==> src/ext_irq_pkg.sv <==
// Shared constants for the external interrupt and response timing block.
package ext_irq_pkg;

   // Machine cycle: six states of two phases, one phase per clock.
   localparam int unsigned PHASES      = 12;
   localparam int unsigned PH_W        = 4;
   localparam logic [3:0]  PH_S2P2     = 4'h3;
   localparam logic [3:0]  PH_S5P2     = 4'h9;
   localparam logic [3:0]  PH_LAST     = 4'hB;
   localparam logic [3:0]  PH_RESET    = 4'h0;

   // Timing figures in machine cycles, except OSC_PER_SAMPLE in oscillator periods.
   localparam int unsigned OSC_PER_SAMPLE = 12;
   localparam logic [1:0]  CALL_CYCLES    = 2'h2;
   localparam logic [3:0]  LAT_MIN        = 4'h3;
   localparam logic [3:0]  LAT_MAX        = 4'h9;

   // Sources in polling order, highest first.
   localparam int unsigned NSRC     = 6;
   localparam logic [2:0]  SRC_EXT0 = 3'h0;
   localparam logic [2:0]  SRC_TMR0 = 3'h1;
   localparam logic [2:0]  SRC_EXT1 = 3'h2;
   localparam logic [2:0]  SRC_TMR1 = 3'h3;
   localparam logic [2:0]  SRC_SER  = 3'h4;
   localparam logic [2:0]  SRC_TMR2 = 3'h5;

   // Vector addresses.
   localparam logic [15:0] VEC_EXT0 = 16'h0003;
   localparam logic [15:0] VEC_TMR0 = 16'h000B;
   localparam logic [15:0] VEC_EXT1 = 16'h0013;
   localparam logic [15:0] VEC_TMR1 = 16'h001B;
   localparam logic [15:0] VEC_SER  = 16'h0023;
   localparam logic [15:0] VEC_TMR2 = 16'h002B;
   localparam logic [15:0] VEC_NONE = 16'h0000;

   // Request flag positions in the flag register.
   localparam int unsigned FL_EXT0 = 0;
   localparam int unsigned FL_TF0  = 1;
   localparam int unsigned FL_EXT1 = 2;
   localparam int unsigned FL_TF1  = 3;
   localparam int unsigned FL_RX   = 4;
   localparam int unsigned FL_TX   = 5;
   localparam int unsigned FL_TF2  = 6;
   localparam int unsigned FL_TIMER2_EXTERNAL_FLAG = 7;

   // Register byte offsets.
   localparam logic [7:0] OFS_TRIG     = 8'h00;
   localparam logic [7:0] OFS_ENABLE   = 8'h04;
   localparam logic [7:0] OFS_PRIO     = 8'h08;
   localparam logic [7:0] OFS_FLAGS    = 8'h0C;
   localparam logic [7:0] OFS_IRQ_STAT = 8'h10;
   localparam logic [7:0] OFS_IRQ_MASK = 8'h14;
   localparam logic [7:0] OFS_STATE    = 8'h18;

   // Field positions and reset values.
   localparam int unsigned EN_GLOBAL    = 7;
   localparam logic [1:0]  TRIG_RST     = 2'h0;
   localparam logic [7:0]  ENABLE_RST   = 8'h00;
   localparam logic [5:0]  PRIO_RST     = 6'h00;
   localparam logic [5:0]  IRQ_MASK_RST = 6'h00;

   typedef enum logic [1:0] {
      CALL_IDLE = 2'b00,
      CALL_PUSH = 2'b01,
      CALL_LOAD = 2'b11
   } call_state_t;

endpackage

==> src/ext_irq_response.sv <==
// External interrupt flags, polling and hardware vector call sequencing with APB registers.
`timescale 1ns/1ps
module ext_irq_response (
   // Clock, reset, enable
   input  wire logic        sys_clk_i,
   input  wire logic        srst_i,
   input  wire logic        ce_i,
   // APB slave
   input  wire logic        psel_i,
   input  wire logic        penable_i,
   input  wire logic        pwrite_i,
   input  wire logic [7:0]  paddr_i,
   input  wire logic [31:0] pwdata_i,
   output logic [31:0]      prdata_o,
   output logic             pready_o,
   output logic             pslverr_o,
   // Request pins
   input  wire logic        ext0_request_pin_n_i,
   input  wire logic        ext1_request_pin_n_i,
   // Flag-setting events from timers and serial port
   input  wire logic        timer0_overflow_i,
   input  wire logic        timer1_overflow_i,
   input  wire logic        timer2_overflow_i,
   input  wire logic        timer2_external_i,
   input  wire logic        serial_rx_done_i,
   input  wire logic        serial_tx_done_i,
   // CPU sequencer status, valid in the last phase of a machine cycle
   input  wire logic        instr_final_cycle_i,
   input  wire logic        return_from_irq_i,
   input  wire logic        enable_prio_access_i,
   // CPU sequencer commands
   output logic             hw_vector_call_o,
   output logic             call_active_o,
   output logic [15:0]      vector_addr_o,
   output logic [3:0]       cycle_phase_o,
   // Interrupt
   output logic             irq_o
);
   import ext_irq_pkg::*;

   logic [3:0]  ph_reg;
   logic        s5p2;
   logic        last_ph;
   logic [1:0]  trig_reg;
   logic [7:0]  enable_reg;
   logic [5:0]  prio_reg;
   logic [5:0]  irq_stat_reg;
   logic [5:0]  irq_mask_reg;
   logic [7:0]  flags;
   logic [7:0]  poll_reg;
   logic [5:0]  evt_pend_reg;
   logic [5:0]  evt_flag_reg;
   logic [5:0]  evt_in;
   logic [1:0]  ext_flag;
   logic [1:0]  pin_n;
   logic [7:0]  sw_clr;
   logic        wr_acc;
   logic [5:0]  src_req;
   logic [5:0]  cand;
   logic [5:0]  cand_hi;
   logic [5:0]  cand_lo;
   logic        cpu_block;
   logic        take;
   logic        take_hi;
   logic [2:0]  take_src;
   logic [2:0]  act_src_reg;
   logic        hi_act_reg;
   logic        lo_act_reg;
   logic [1:0]  call_left_reg;
   logic [3:0]  lat_cnt_reg;
   logic [3:0]  last_lat_reg;
   logic [5:0]  vec_clr;
   call_state_t call_state_reg;

   // Lowest index wins within a level.
   function automatic logic [2:0] first_set(input logic [5:0] v);
      logic [2:0] idx;
      idx = 3'h0;
      for (int i = NSRC - 1; i >= 0; i--) begin
         if (v[i]) begin
            idx = 3'(i);
         end
      end
      return idx;
   endfunction

   function automatic logic [15:0] vec_of(input logic [2:0] src);
      logic [15:0] a;
      case (src)
         SRC_EXT0: a = VEC_EXT0;
         SRC_TMR0: a = VEC_TMR0;
         SRC_EXT1: a = VEC_EXT1;
         SRC_TMR1: a = VEC_TMR1;
         SRC_SER:  a = VEC_SER;
         SRC_TMR2: a = VEC_TMR2;
         default:  a = VEC_NONE;
      endcase
      return a;
   endfunction

   // Machine cycle phase counter.
   always_ff @(posedge sys_clk_i) begin
      if (srst_i) begin
         ph_reg <= PH_RESET;
      end else if (ce_i) begin
         ph_reg <= (ph_reg == PH_LAST) ? PH_RESET : ph_reg + 4'h1;
      end
   end
   assign s5p2    = (ph_reg == PH_S5P2);
   assign last_ph = (ph_reg == PH_LAST);

   always_ff @(posedge sys_clk_i) begin
      if (srst_i) begin
         cycle_phase_o <= PH_RESET;
      end else if (ce_i) begin
         cycle_phase_o <= (ph_reg == PH_LAST) ? PH_RESET : ph_reg + 4'h1;
      end
   end

   // APB access and software clears of the request flags.
   assign wr_acc = psel_i && penable_i && pwrite_i && pready_o;
   assign sw_clr = (wr_acc && paddr_i == OFS_FLAGS) ? pwdata_i[7:0] : 8'h00;

   // External request pins.
   assign pin_n = {ext1_request_pin_n_i, ext0_request_pin_n_i};
   assign vec_clr[SRC_EXT0] = take && (take_src == SRC_EXT0);
   assign vec_clr[SRC_TMR0] = take && (take_src == SRC_TMR0);
   assign vec_clr[SRC_EXT1] = take && (take_src == SRC_EXT1);
   assign vec_clr[SRC_TMR1] = take && (take_src == SRC_TMR1);
   assign vec_clr[SRC_SER]  = 1'b0;
   assign vec_clr[SRC_TMR2] = 1'b0;

   genvar g;
   generate
      for (g = 0; g < 2; g++) begin : g_ext
         ext_pin_sampler u_smp (
            .sys_clk_i  (sys_clk_i),
            .srst_i     (srst_i),
            .ce_i       (ce_i),
            .sample_i   (s5p2),
            .pin_n_i    (pin_n[g]),
            .trig_sel_i (trig_reg[g]),
            .vec_clr_i  (vec_clr[2 * g]),
            .sw_clr_i   (sw_clr[2 * g]),
            .flag_o     (ext_flag[g])
         );
      end
   endgenerate

   // Internal events: 0 tf0, 1 tf1, 2 rx, 3 tx, 4 tf2, 5 timer2_external_flag.
   assign evt_in = {timer2_external_i, timer2_overflow_i, serial_tx_done_i,
                    serial_rx_done_i, timer1_overflow_i, timer0_overflow_i};

   localparam int unsigned EV_FL [6] = '{FL_TF0, FL_TF1, FL_RX, FL_TX, FL_TF2, FL_TIMER2_EXTERNAL_FLAG};

   generate
      for (g = 0; g < 6; g++) begin : g_evt
         localparam logic [3:0] SET_PH = (g == 4) ? PH_S2P2 : PH_S5P2;
         logic set_now;
         logic hw_clr;
         assign set_now = (ph_reg == SET_PH) && (evt_pend_reg[g] || evt_in[g]);
         assign hw_clr  = (g == 0) ? vec_clr[SRC_TMR0] :
                          (g == 1) ? vec_clr[SRC_TMR1] : 1'b0;
         always_ff @(posedge sys_clk_i) begin
            if (srst_i) begin
               evt_pend_reg[g] <= 1'b0;
            end else if (ce_i) begin
               evt_pend_reg[g] <= !set_now && (evt_pend_reg[g] || evt_in[g]);
            end
         end
         // Setting wins over a clear in the same clock.
         always_ff @(posedge sys_clk_i) begin
            if (srst_i) begin
               evt_flag_reg[g] <= 1'b0;
            end else if (ce_i) begin
               if (set_now) begin
                  evt_flag_reg[g] <= 1'b1;
               end else if (hw_clr || sw_clr[EV_FL[g]]) begin
                  evt_flag_reg[g] <= 1'b0;
               end
            end
         end
      end
   endgenerate

   assign flags = {evt_flag_reg[5], evt_flag_reg[4], evt_flag_reg[3], evt_flag_reg[2],
                   evt_flag_reg[1], ext_flag[1], evt_flag_reg[0], ext_flag[0]};

   // Poll snapshot: the values present after S5P2 of the previous cycle.
   always_ff @(posedge sys_clk_i) begin
      if (srst_i) begin
         poll_reg <= 8'h00;
      end else if (ce_i && last_ph) begin
         poll_reg <= flags;
      end
   end

   // Timer 2 overflow is polled live in the cycle it is set.
   assign src_req = {poll_reg[FL_TIMER2_EXTERNAL_FLAG] | flags[FL_TF2],
                     poll_reg[FL_RX] | poll_reg[FL_TX],
                     poll_reg[FL_TF1], poll_reg[FL_EXT1],
                     poll_reg[FL_TF0], poll_reg[FL_EXT0]};
   assign cand    = src_req & enable_reg[5:0] & {6{enable_reg[EN_GLOBAL]}};
   assign cand_hi = cand & prio_reg;
   assign cand_lo = cand & ~prio_reg;

   assign cpu_block = !instr_final_cycle_i
                    || return_from_irq_i
                    || enable_prio_access_i;
   assign take_hi   = (cand_hi != 6'h00) && !hi_act_reg;
   assign take      = ce_i && last_ph && (call_state_reg == CALL_IDLE) && !cpu_block
                    && (take_hi || ((cand_lo != 6'h00) && !hi_act_reg && !lo_act_reg));
   assign take_src  = take_hi ? first_set(cand_hi) : first_set(cand_lo);

   // Two-cycle hardware call sequence.
   always_ff @(posedge sys_clk_i) begin
      if (srst_i) begin
         call_state_reg <= CALL_IDLE;
         call_left_reg  <= 2'h0;
      end else if (ce_i) begin
         case (call_state_reg)
            CALL_IDLE: begin
               if (take) begin
                  call_state_reg <= CALL_PUSH;
                  call_left_reg  <= CALL_CYCLES;
               end
            end
            CALL_PUSH: begin
               if (last_ph) begin
                  call_state_reg <= CALL_LOAD;
                  call_left_reg  <= call_left_reg - 2'h1;
               end
            end
            CALL_LOAD: begin
               if (last_ph) begin
                  call_state_reg <= CALL_IDLE;
                  call_left_reg  <= 2'h0;
               end
            end
            default: begin
               call_state_reg <= CALL_IDLE;
               call_left_reg  <= 2'h0;
            end
         endcase
      end
   end

   always_ff @(posedge sys_clk_i) begin
      if (srst_i) begin
         hw_vector_call_o <= 1'b0;
         call_active_o    <= 1'b0;
         vector_addr_o    <= VEC_NONE;
         act_src_reg      <= 3'h0;
      end else if (ce_i) begin
         hw_vector_call_o <= take;
         call_active_o    <= take || (call_state_reg == CALL_PUSH)
                          || (call_state_reg == CALL_LOAD && !last_ph);
         if (take) begin
            vector_addr_o <= vec_of(take_src);
            act_src_reg   <= take_src;
         end
      end
   end

   // In-progress levels; a return releases the higher one first.
   always_ff @(posedge sys_clk_i) begin
      if (srst_i) begin
         hi_act_reg <= 1'b0;
         lo_act_reg <= 1'b0;
      end else if (ce_i) begin
         if (take && take_hi) begin
            hi_act_reg <= 1'b1;
         end else if (take) begin
            lo_act_reg <= 1'b1;
         end else if (last_ph && return_from_irq_i && hi_act_reg) begin
            hi_act_reg <= 1'b0;
         end else if (last_ph && return_from_irq_i) begin
            lo_act_reg <= 1'b0;
         end
      end
   end

   // Machine cycles from the first poll that sees a candidate to the first routine cycle.
   always_ff @(posedge sys_clk_i) begin
      if (srst_i) begin
         lat_cnt_reg  <= 4'h0;
         last_lat_reg <= 4'h0;
      end else if (ce_i && last_ph) begin
         if (call_state_reg == CALL_LOAD) begin
            last_lat_reg <= lat_cnt_reg + 4'h2;
            lat_cnt_reg  <= 4'h0;
         end else if (call_state_reg == CALL_PUSH || cand != 6'h00) begin
            lat_cnt_reg  <= (lat_cnt_reg == 4'hF) ? lat_cnt_reg : lat_cnt_reg + 4'h1;
         end else begin
            lat_cnt_reg  <= 4'h0;
         end
      end
   end

   // Control registers written over APB.
   always_ff @(posedge sys_clk_i) begin
      if (srst_i) begin
         trig_reg     <= TRIG_RST;
         enable_reg   <= ENABLE_RST;
         prio_reg     <= PRIO_RST;
         irq_mask_reg <= IRQ_MASK_RST;
      end else if (ce_i && wr_acc) begin
         case (paddr_i)
            OFS_TRIG:     trig_reg     <= pwdata_i[1:0];
            OFS_ENABLE:   enable_reg   <= pwdata_i[7:0];
            OFS_PRIO:     prio_reg     <= pwdata_i[5:0];
            OFS_IRQ_MASK: irq_mask_reg <= pwdata_i[5:0];
            default: begin
            end
         endcase
      end
   end

   // Sticky per-source call events; a new call wins over a write-one clear.
   always_ff @(posedge sys_clk_i) begin
      if (srst_i) begin
         irq_stat_reg <= 6'h00;
      end else if (ce_i) begin
         for (int i = 0; i < NSRC; i++) begin
            if (take && take_src == 3'(i)) begin
               irq_stat_reg[i] <= 1'b1;
            end else if (wr_acc && paddr_i == OFS_IRQ_STAT && pwdata_i[i]) begin
               irq_stat_reg[i] <= 1'b0;
            end
         end
      end
   end

   always_ff @(posedge sys_clk_i) begin
      if (srst_i) begin
         irq_o <= 1'b0;
      end else if (ce_i) begin
         irq_o <= |(irq_stat_reg & irq_mask_reg);
      end
   end

   // APB answer: ready in the first access cycle, error on unmapped offsets.
   always_ff @(posedge sys_clk_i) begin
      if (srst_i) begin
         pready_o  <= 1'b0;
         pslverr_o <= 1'b0;
         prdata_o  <= 32'h0000_0000;
      end else if (ce_i) begin
         pready_o  <= psel_i && !penable_i;
         pslverr_o <= 1'b0;
         prdata_o  <= 32'h0000_0000;
         if (psel_i && !penable_i) begin
            case (paddr_i)
               OFS_TRIG:     prdata_o <= {30'h0, trig_reg};
               OFS_ENABLE:   prdata_o <= {24'h0, enable_reg};
               OFS_PRIO:     prdata_o <= {26'h0, prio_reg};
               OFS_FLAGS:    prdata_o <= {24'h0, flags};
               OFS_IRQ_STAT: prdata_o <= {26'h0, irq_stat_reg};
               OFS_IRQ_MASK: prdata_o <= {26'h0, irq_mask_reg};
               OFS_STATE:    prdata_o <= {16'h0, last_lat_reg, 1'b0, act_src_reg,
                                          2'h0, hi_act_reg, lo_act_reg, 2'h0, call_left_reg};
               default:      pslverr_o <= 1'b1;
            endcase
         end
      end
   end

   level_follow_a: assert property (@(posedge sys_clk_i) disable iff (srst_i)
      (ce_i && s5p2 && !trig_reg[0] && !sw_clr[FL_EXT0]) |=> (ext_flag[0] == !$past(pin_n[0])))
      else $error("level mode flag does not follow the sampled pin");

   edge_phase_a: assert property (@(posedge sys_clk_i) disable iff (srst_i)
      $rose(ext_flag[1]) |-> ($past(ph_reg) == PH_S5P2))
      else $error("external flag set outside the sampling phase");

   trans_clear_a: assert property (@(posedge sys_clk_i) disable iff (srst_i)
      (hw_vector_call_o && act_src_reg == SRC_EXT1 && trig_reg[1]) |-> !ext_flag[1])
      else $error("transition flag not cleared by the vector call");

   level_keep_a: assert property (@(posedge sys_clk_i) disable iff (srst_i)
      (hw_vector_call_o && act_src_reg == SRC_EXT0 && !trig_reg[0]) |-> $stable(ext_flag[0]))
      else $error("level mode flag disturbed by the vector call");

   tmr_phase_a: assert property (@(posedge sys_clk_i) disable iff (srst_i)
      $rose(evt_flag_reg[0]) |-> ($past(ph_reg) == PH_S5P2))
      else $error("timer 0 flag set outside S5P2");

   tf2_phase_a: assert property (@(posedge sys_clk_i) disable iff (srst_i)
      $rose(evt_flag_reg[4]) |-> ($past(ph_reg) == PH_S2P2))
      else $error("timer 2 overflow flag set outside S2P2");

   call_len_a: assert property (@(posedge sys_clk_i) disable iff (srst_i || !ce_i)
      hw_vector_call_o |-> call_active_o ##12 call_active_o ##12 !call_active_o)
      else $error("hardware call does not last two machine cycles");

   poll_gate_a: assert property (@(posedge sys_clk_i) disable iff (srst_i)
      hw_vector_call_o |-> $past(instr_final_cycle_i && !return_from_irq_i
                                 && !enable_prio_access_i && ph_reg == PH_LAST))
      else $error("vector call outside a final cycle or after a return");

   prio_block_a: assert property (@(posedge sys_clk_i) disable iff (srst_i)
      (hw_vector_call_o && $past(hi_act_reg)) |-> 1'b0)
      else $error("vector call while a high level routine runs");

   vec_addr_a: assert property (@(posedge sys_clk_i) disable iff (srst_i)
      hw_vector_call_o |-> (vector_addr_o == vec_of(act_src_reg)))
      else $error("vector address does not match the source");

   latency_a: assert property (@(posedge sys_clk_i) disable iff (srst_i)
      $changed(last_lat_reg) |-> (last_lat_reg > LAT_MIN))
      else $error("response faster than the minimum");

   ext0_call_c: cover property (@(posedge sys_clk_i) hw_vector_call_o && act_src_reg == SRC_EXT0);
   nested_c:    cover property (@(posedge sys_clk_i) hi_act_reg && lo_act_reg);
   tf2_call_c:  cover property (@(posedge sys_clk_i) hw_vector_call_o && act_src_reg == SRC_TMR2);
   irq_out_c:   cover property (@(posedge sys_clk_i) irq_o);
endmodule

==> src/ext_pin_sampler.sv <==
// Samples one active-low request pin per machine cycle and keeps its request flag.
`timescale 1ns/1ps
module ext_pin_sampler (
   // Clock and control
   input  wire logic sys_clk_i,
   input  wire logic srst_i,
   input  wire logic ce_i,
   input  wire logic sample_i,
   // Pin and mode
   input  wire logic pin_n_i,
   input  wire logic trig_sel_i,
   // Flag clears
   input  wire logic vec_clr_i,
   input  wire logic sw_clr_i,
   // Flag
   output logic      flag_o
);
   logic prev_high_reg;

   always_ff @(posedge sys_clk_i) begin
      if (srst_i) begin
         prev_high_reg <= 1'b0;
      end else if (ce_i && sample_i) begin
         prev_high_reg <= pin_n_i;
      end
   end

   // A detection in the clearing cycle wins over the clear.
   always_ff @(posedge sys_clk_i) begin
      if (srst_i) begin
         flag_o <= 1'b0;
      end else if (ce_i) begin
         if (sample_i && !trig_sel_i) begin
            flag_o <= !pin_n_i;
         end else if (sample_i && trig_sel_i && prev_high_reg && !pin_n_i) begin
            flag_o <= 1'b1;
         end else if ((vec_clr_i && trig_sel_i) || sw_clr_i) begin
            flag_o <= 1'b0;
         end
      end
   end
endmodule

==> config.mk <==
export PLATFORM = sky130hd
export DESIGN_NAME = ext_irq_response
export DESIGN_NICKNAME = d
export VERILOG_FILES = /design/src/ext_irq_pkg.sv /design/src/ext_irq_response.sv /design/src/ext_pin_sampler.sv
export SDC_FILE = /design/constraint.sdc
export NUM_CORES = 1
export LEC_CHECK = 0
export BUFFER_PORTS_ARGS = -buffer_cell sky130_fd_sc_hd__buf_2
export CELL_PAD_IN_SITES_DETAIL_PLACEMENT = 1
export CELL_PAD_IN_SITES_GLOBAL_PLACEMENT = 1
export CORE_MARGIN = 3
export CORE_UTILIZATION = 35
export DETAILED_ROUTE_END_ITERATION = 8
export GPL_TIMING_DRIVEN = 0
export PLACE_DENSITY = 0.86
export SYNTH_ARGS = -nofsm -noshare
export SYNTH_HDL_FRONTEND = slang
export SYNTH_SLANG_ARGS = --single-unit
==> constraint.sdc <==
create_clock -name sys_clk_i -period 1.95 [get_ports sys_clk_i]
set_clock_uncertainty 0.1 [all_clocks]
set_input_delay 0.39 -clock sys_clk_i [delete_from_list [all_inputs] [get_ports sys_clk_i]]
set_output_delay 0.39 -clock sys_clk_i [all_outputs]
set_load 0.03 [all_outputs]
Yosys cells after proc, flatten, opt, wreduce, memory -nomap -nowiden
Cells that the tools add are included.
Operators by class
  bitwise logic cells: 9
  equality and inequality tests: 23
  add/subtract/negate cells: 4
  multiplexer cells: 66
  reduce and logical (&&, ||, !) cells: 133
Operators with widths (count)
  16-bit case mux with 7 select lines: 1
  1-bit logical AND: 53
  2-bit AND reduction: 21
  3-bit 2-to-1 mux: 13
  1-bit 2-to-1 mux: 38
  6-bit case mux with 6 select lines: 1
  6-bit bitwise AND: 5
  2-bit nonzero test: 14
  8-bit by 5-bit equality test with 1-bit output, second input constant: 3
  6-bit nonzero test: 3
  8-bit by 4-bit equality test with 1-bit output, second input constant: 2
  1-bit logical NOT: 16
  1-bit logical OR: 16
  16-bit 2-to-1 mux: 1
  4-bit 2-to-1 mux: 4
  4-bit equality test, second input constant: 3
  2-bit case mux with 3 select lines: 2
  2-bit 2-to-1 mux: 5
  4-bit by 1-bit adder with 4-bit output, second input constant: 2
  8-bit by 3-bit equality test with 1-bit output, second input constant: 1
  8-bit logical NOT: 1
  8-bit 2-to-1 mux: 1
  2-bit inequality test, second input constant: 4
  4-bit AND reduction: 2
  other kinds (19): 23
Storage, ports and cells
  flip-flop bits (word level): 126
  output and inout port bits: 57
  input port bits: 57

Logic depth before layout (Yosys ltp)
  depth in word-level cells: 18
  gate-level depth with buffers: 9
  mapped depth without buffers: 8

By module
From an unflattened synthesis, not the netlist that was laid out.
Unflattened totals
  cells, all modules: 571
  area, all modules: 4832.1 um^2
Modules (own cells, without submodules)
  ext_irq_response: seq. area each 1841.8 um^2, cells each 547, instances 1, area an instance 4631.9 um^2
  ext_pin_sampler: seq. area each 40.0 um^2, cells each 12, instances 2, area an instance 100.1 um^2

Worst setup path after synthesis
No wires, ideal clock.
  path kind: reg-to-reg
  from: register cycle_phase_o[3] (netlist name)
  to: register hi_act_reg
  path buffers: 1
  stages on the path, launching flop included: 9
  arrival time: 2.041 ns
  slack: -0.319 ns
  cells stage by stage: dfxtp_1 nor2b_1 clkbuf_1 nor2b_1 nand3_1 a21o_1 a211o_1 a21oi_1 nor2_1
RTL lines
  end signal: assignment: line ext_irq_response.sv:268  | hi_act_reg <= 1'b0;
  end signal: assignment: line ext_irq_response.sv:272  | hi_act_reg <= 1'b1;
  end signal: assignment: line ext_irq_response.sv:276  | hi_act_reg <= 1'b0;
  end: declaration: line ext_irq_response.sv:67  | logic hi_act_reg;

Final worst setup path
  from: register hi_act_reg
  to: register evt_flag_reg[1]
Between the ends
  cells in the longest elaborated chain, start to end: 9
RTL lines
  1-bit logical NOT (*): line ext_irq_response.sv:210, ext_irq_response.sv:212
  parallel branches: the longest is 4 deep, another holds 3-bit 2-to-1 mux
  1-bit logical AND (*): line ext_irq_response.sv:129  | assign vec_clr[SRC_TMR1] = take && (take_src == SRC_TMR1);
  1-bit logical OR (*): line ext_irq_response.sv:178  | end else if (hw_clr || sw_clr[EV_FL[g]]) begin
  2-bit nonzero test (no line) (*)
  2-bit AND reduction (no line) (*)
  end signal: indexed assignment: line ext_irq_response.sv:174  | evt_flag_reg[g] <= 1'b0;
  end signal: indexed assignment: line ext_irq_response.sv:177  | evt_flag_reg[g] <= 1'b1;
  end signal: indexed assignment: line ext_irq_response.sv:179  | evt_flag_reg[g] <= 1'b0;
  end: declaration: line ext_irq_response.sv:52  | logic [5:0] evt_flag_reg;
Every way passes the cells marked *.
A chain may end at the register's enable or synchronous reset.

==> flow_summary.ini <==
[logic_synthesis]
yosysMostFrequentCell = dfxtp_1
synth_top_area_cell = dfxtp_1
synthTopCellsByCount = dfxtp_1 (96), nand2_1 (85), nor2_1 (61)
ys_warn_count = 0
synth_top_flop_cell = dfxtp_1
synth_area_um2 = 4662
seq_area_frac_synth_pct = 41.22
synthTopCellsByArea = dfxtp_1 (41%), nand2_1 (6.8%), a21oi_1 (6.4%), a22oi_1 (5.3%), nor2_1 (4.9%)
synthCells = 571
synth_area_per_cell_um2 = 8.165
ys_seq_elements = 96
yosys.area.top_type_share_pct = 41.22
async_flop_share_pct = 0
synth_cell_types = 70
synth-edff-count = 0

[timing]
timing.final.crit_period_ps = 2330
setup-violations-final = 24
worst_pin_slew_ps = 713.1
slew_headroom_pct = 52.46
clock.fmax_mhz = 429.1
hold_viol = 0
rsz0062_at_grt = yes
fin_crit_sh_pct = 119.5
worst_hold_slack_ps = 200.9
slew_viol_final = 0
finalWorstSetupSlack_ps = -380.2

[status]
status = finished with violations
violations = setup timing

[flow_run]
drv_cap = 0

[critical_path]
required_ps = 2090
start_kind = flip-flop
worstPathArrival_ps = 2470
worstSetupPathType = reg -> reg
worstPathMaxFanout = 8
worstSetupEndpointType = flip-flop

[finish]
n_antenna_cell = 0
syn2layout_area_growth_pct = 33.92
layout-drive-gt1-share_pct = 32.71
final_cell_area_um2 = 6243
fin_util_pct = 48.68
largest_reg_flops = 15
layout.nets = 753

[placed_design]
io_buffers = 60
dp_hpwl_um = 12290
gp_congestion = 0.9114
place_area_um2 = 5345
dp_slack_ps = -690.5

[global_route]
grt_util_met3_pct = 3.217
grt_pass1_vias = 5041
track_usage_pct = 24.21
grt_max_degree = 18
grt_overflow = 0
grtUsageMet2_pct = 41.14
grt-busiest-layer = met2
antenna_found_initial = 0
use_met1_pct = 31.41
grt_pass1_wl_um = 27740

[hold_path]
hp-class = in -> reg

[floorplan]
ios = 114
dieArea_um2 = 14740
die_y_um = 121.4
core_area_um2 = 12820
initial_utilization_pct = 36.35
std_cell_rows = 41
die_x_um = 121.4

[drt]
drtIter0Drc = 537
wl_per_cell_um = 21.65
wl_um = 18810
drtPass1Iterations = 5
num_vias = 5058
vias_per_cell = 5.820
drcViolationCount = 0
ant_nets = 0

[cts]
clk_latency_ps = 360
cts_buffers = 9
cts_sinks = 96
clockRootBuffer = clkbuf_16
cts_tree = done
clockBufferDepth = 2
htreeDepth = 3
path_clk_slew_ps = 70

[pwr]
ir_worst_vdd_mv = 0.4071
p_leak_nw = 2.357
p_per_area_nw_per_um2 = 689.6
==> final timing paths <==
check	from	depth (start not counted)	slack, ps	end
worst min-delay path	timer1_overflow_i	3	200	evt_pend_reg[1]
worst min register to register	g_ext[1].u_smp.prev_high_reg	2	360	g_ext[1].u_smp.prev_high_reg
worst max register to register	hi_act_reg	7	-380	evt_flag_reg[1]
worst max-delay path	hi_act_reg	7	-380	evt_flag_reg[1]
==> cell usage in the layout (no fill, tap or decap), types with 3 or more instances in the layout <==
cell / n
a211oi_1: 5
a21oi_1: 53
a21oi_2: 7
a222oi_1: 4
a22o_1: 3
a22oi_1: 31
and4_4: 4
and4b_1: 4
buf_1: 3
buf_2: 61
buf_4: 53
buf_6: 3
clkbuf_1: 9
clkbuf_16: 9
clkbuf_2: 8
conb_1: 28
dfxtp_1: 79
dfxtp_2: 12
dfxtp_4: 5
ha_1: 3
inv_1: 9
inv_6: 3
mux2i_1: 4
nand2_1: 82
nand2b_1: 6
nand3_1: 36
nor2_1: 53
nor2_4: 7
nor2b_4: 3
nor3_1: 7
nor3_2: 3
o21a_1: 6
o21ai_0: 10
==> timing repair <==
item / CTS / global route
gates resized for setup: 59 / 44
hold buffers: 0 / 0
endpoints found under the setup margin: 71 / 73
gates cloned: 0 / 0
buffers inserted: 12 / 16
pin swaps: 8 / 11
==> critical path, cell delays in order (launching register included) <==
cell and delay [ps]:
dfxtp_1 470, nor4b_2 600, nand3_4 210, a21oi_4 250
and2_4 200, buf_4 120, nand2_4 40, a41o_1 220
==> kinds of logic after synthesis <==
logic type | count (synthesis) | synth area share [%]
flops | 96 | 41.22
compound gates | 159 | 24.10
buf+inv | 67 | 7.917
simple gates | 237 | 24.07
other cells | 1 | 0.08044
xor+xnor | 2 | 0.3758
fa+ha+maj | 4 | 1.074
mux | 5 | 1.154
==> report_power, final <==
| group | internal (mW) | switching [mW] | total (mW) |
|---|---|---|---|
| Combinational | 0.100 | 0.235 | 0.335 |
| Sequential | 1.97 | 0.0137 | 1.98 |
| Clock | 1.14 | 0.848 | 1.99 |
==> metrics by stage <==
stage	instances	power, mW	TNS, ps
after floorplan	598	2.242	-411.2
after global placement	830	2.337	-28110
after detailed placement	830	2.347	-34620
after CTS	856	4.282	-3523
after global routing	869	4.405	-6483
final	869	4.306	-5918
==> routing by layer <==
| layer | vias to the layer above | routed length [um] |
|---|---|---|
| met3 | 71 | 1527 |
| met4 | 0 | 649 |
| met1 | 2469 | 7431 |
| li1 | 2241 | - |
| met5 | - | 0 |
| met2 | 277 | 9205 |
==> layout make-up <==
cell class,instances,area [um^2]
tap,172,215.2
clock buffer,9,225.2
fill,1546,6581
inverter,9,33.78
timing repair buffer,87,523.0
sequential,96,1956
multi-input combinational,435,2835
clock inverter,7,101.3
buffer,54,354.1
(Power assumes the default switching activity.)
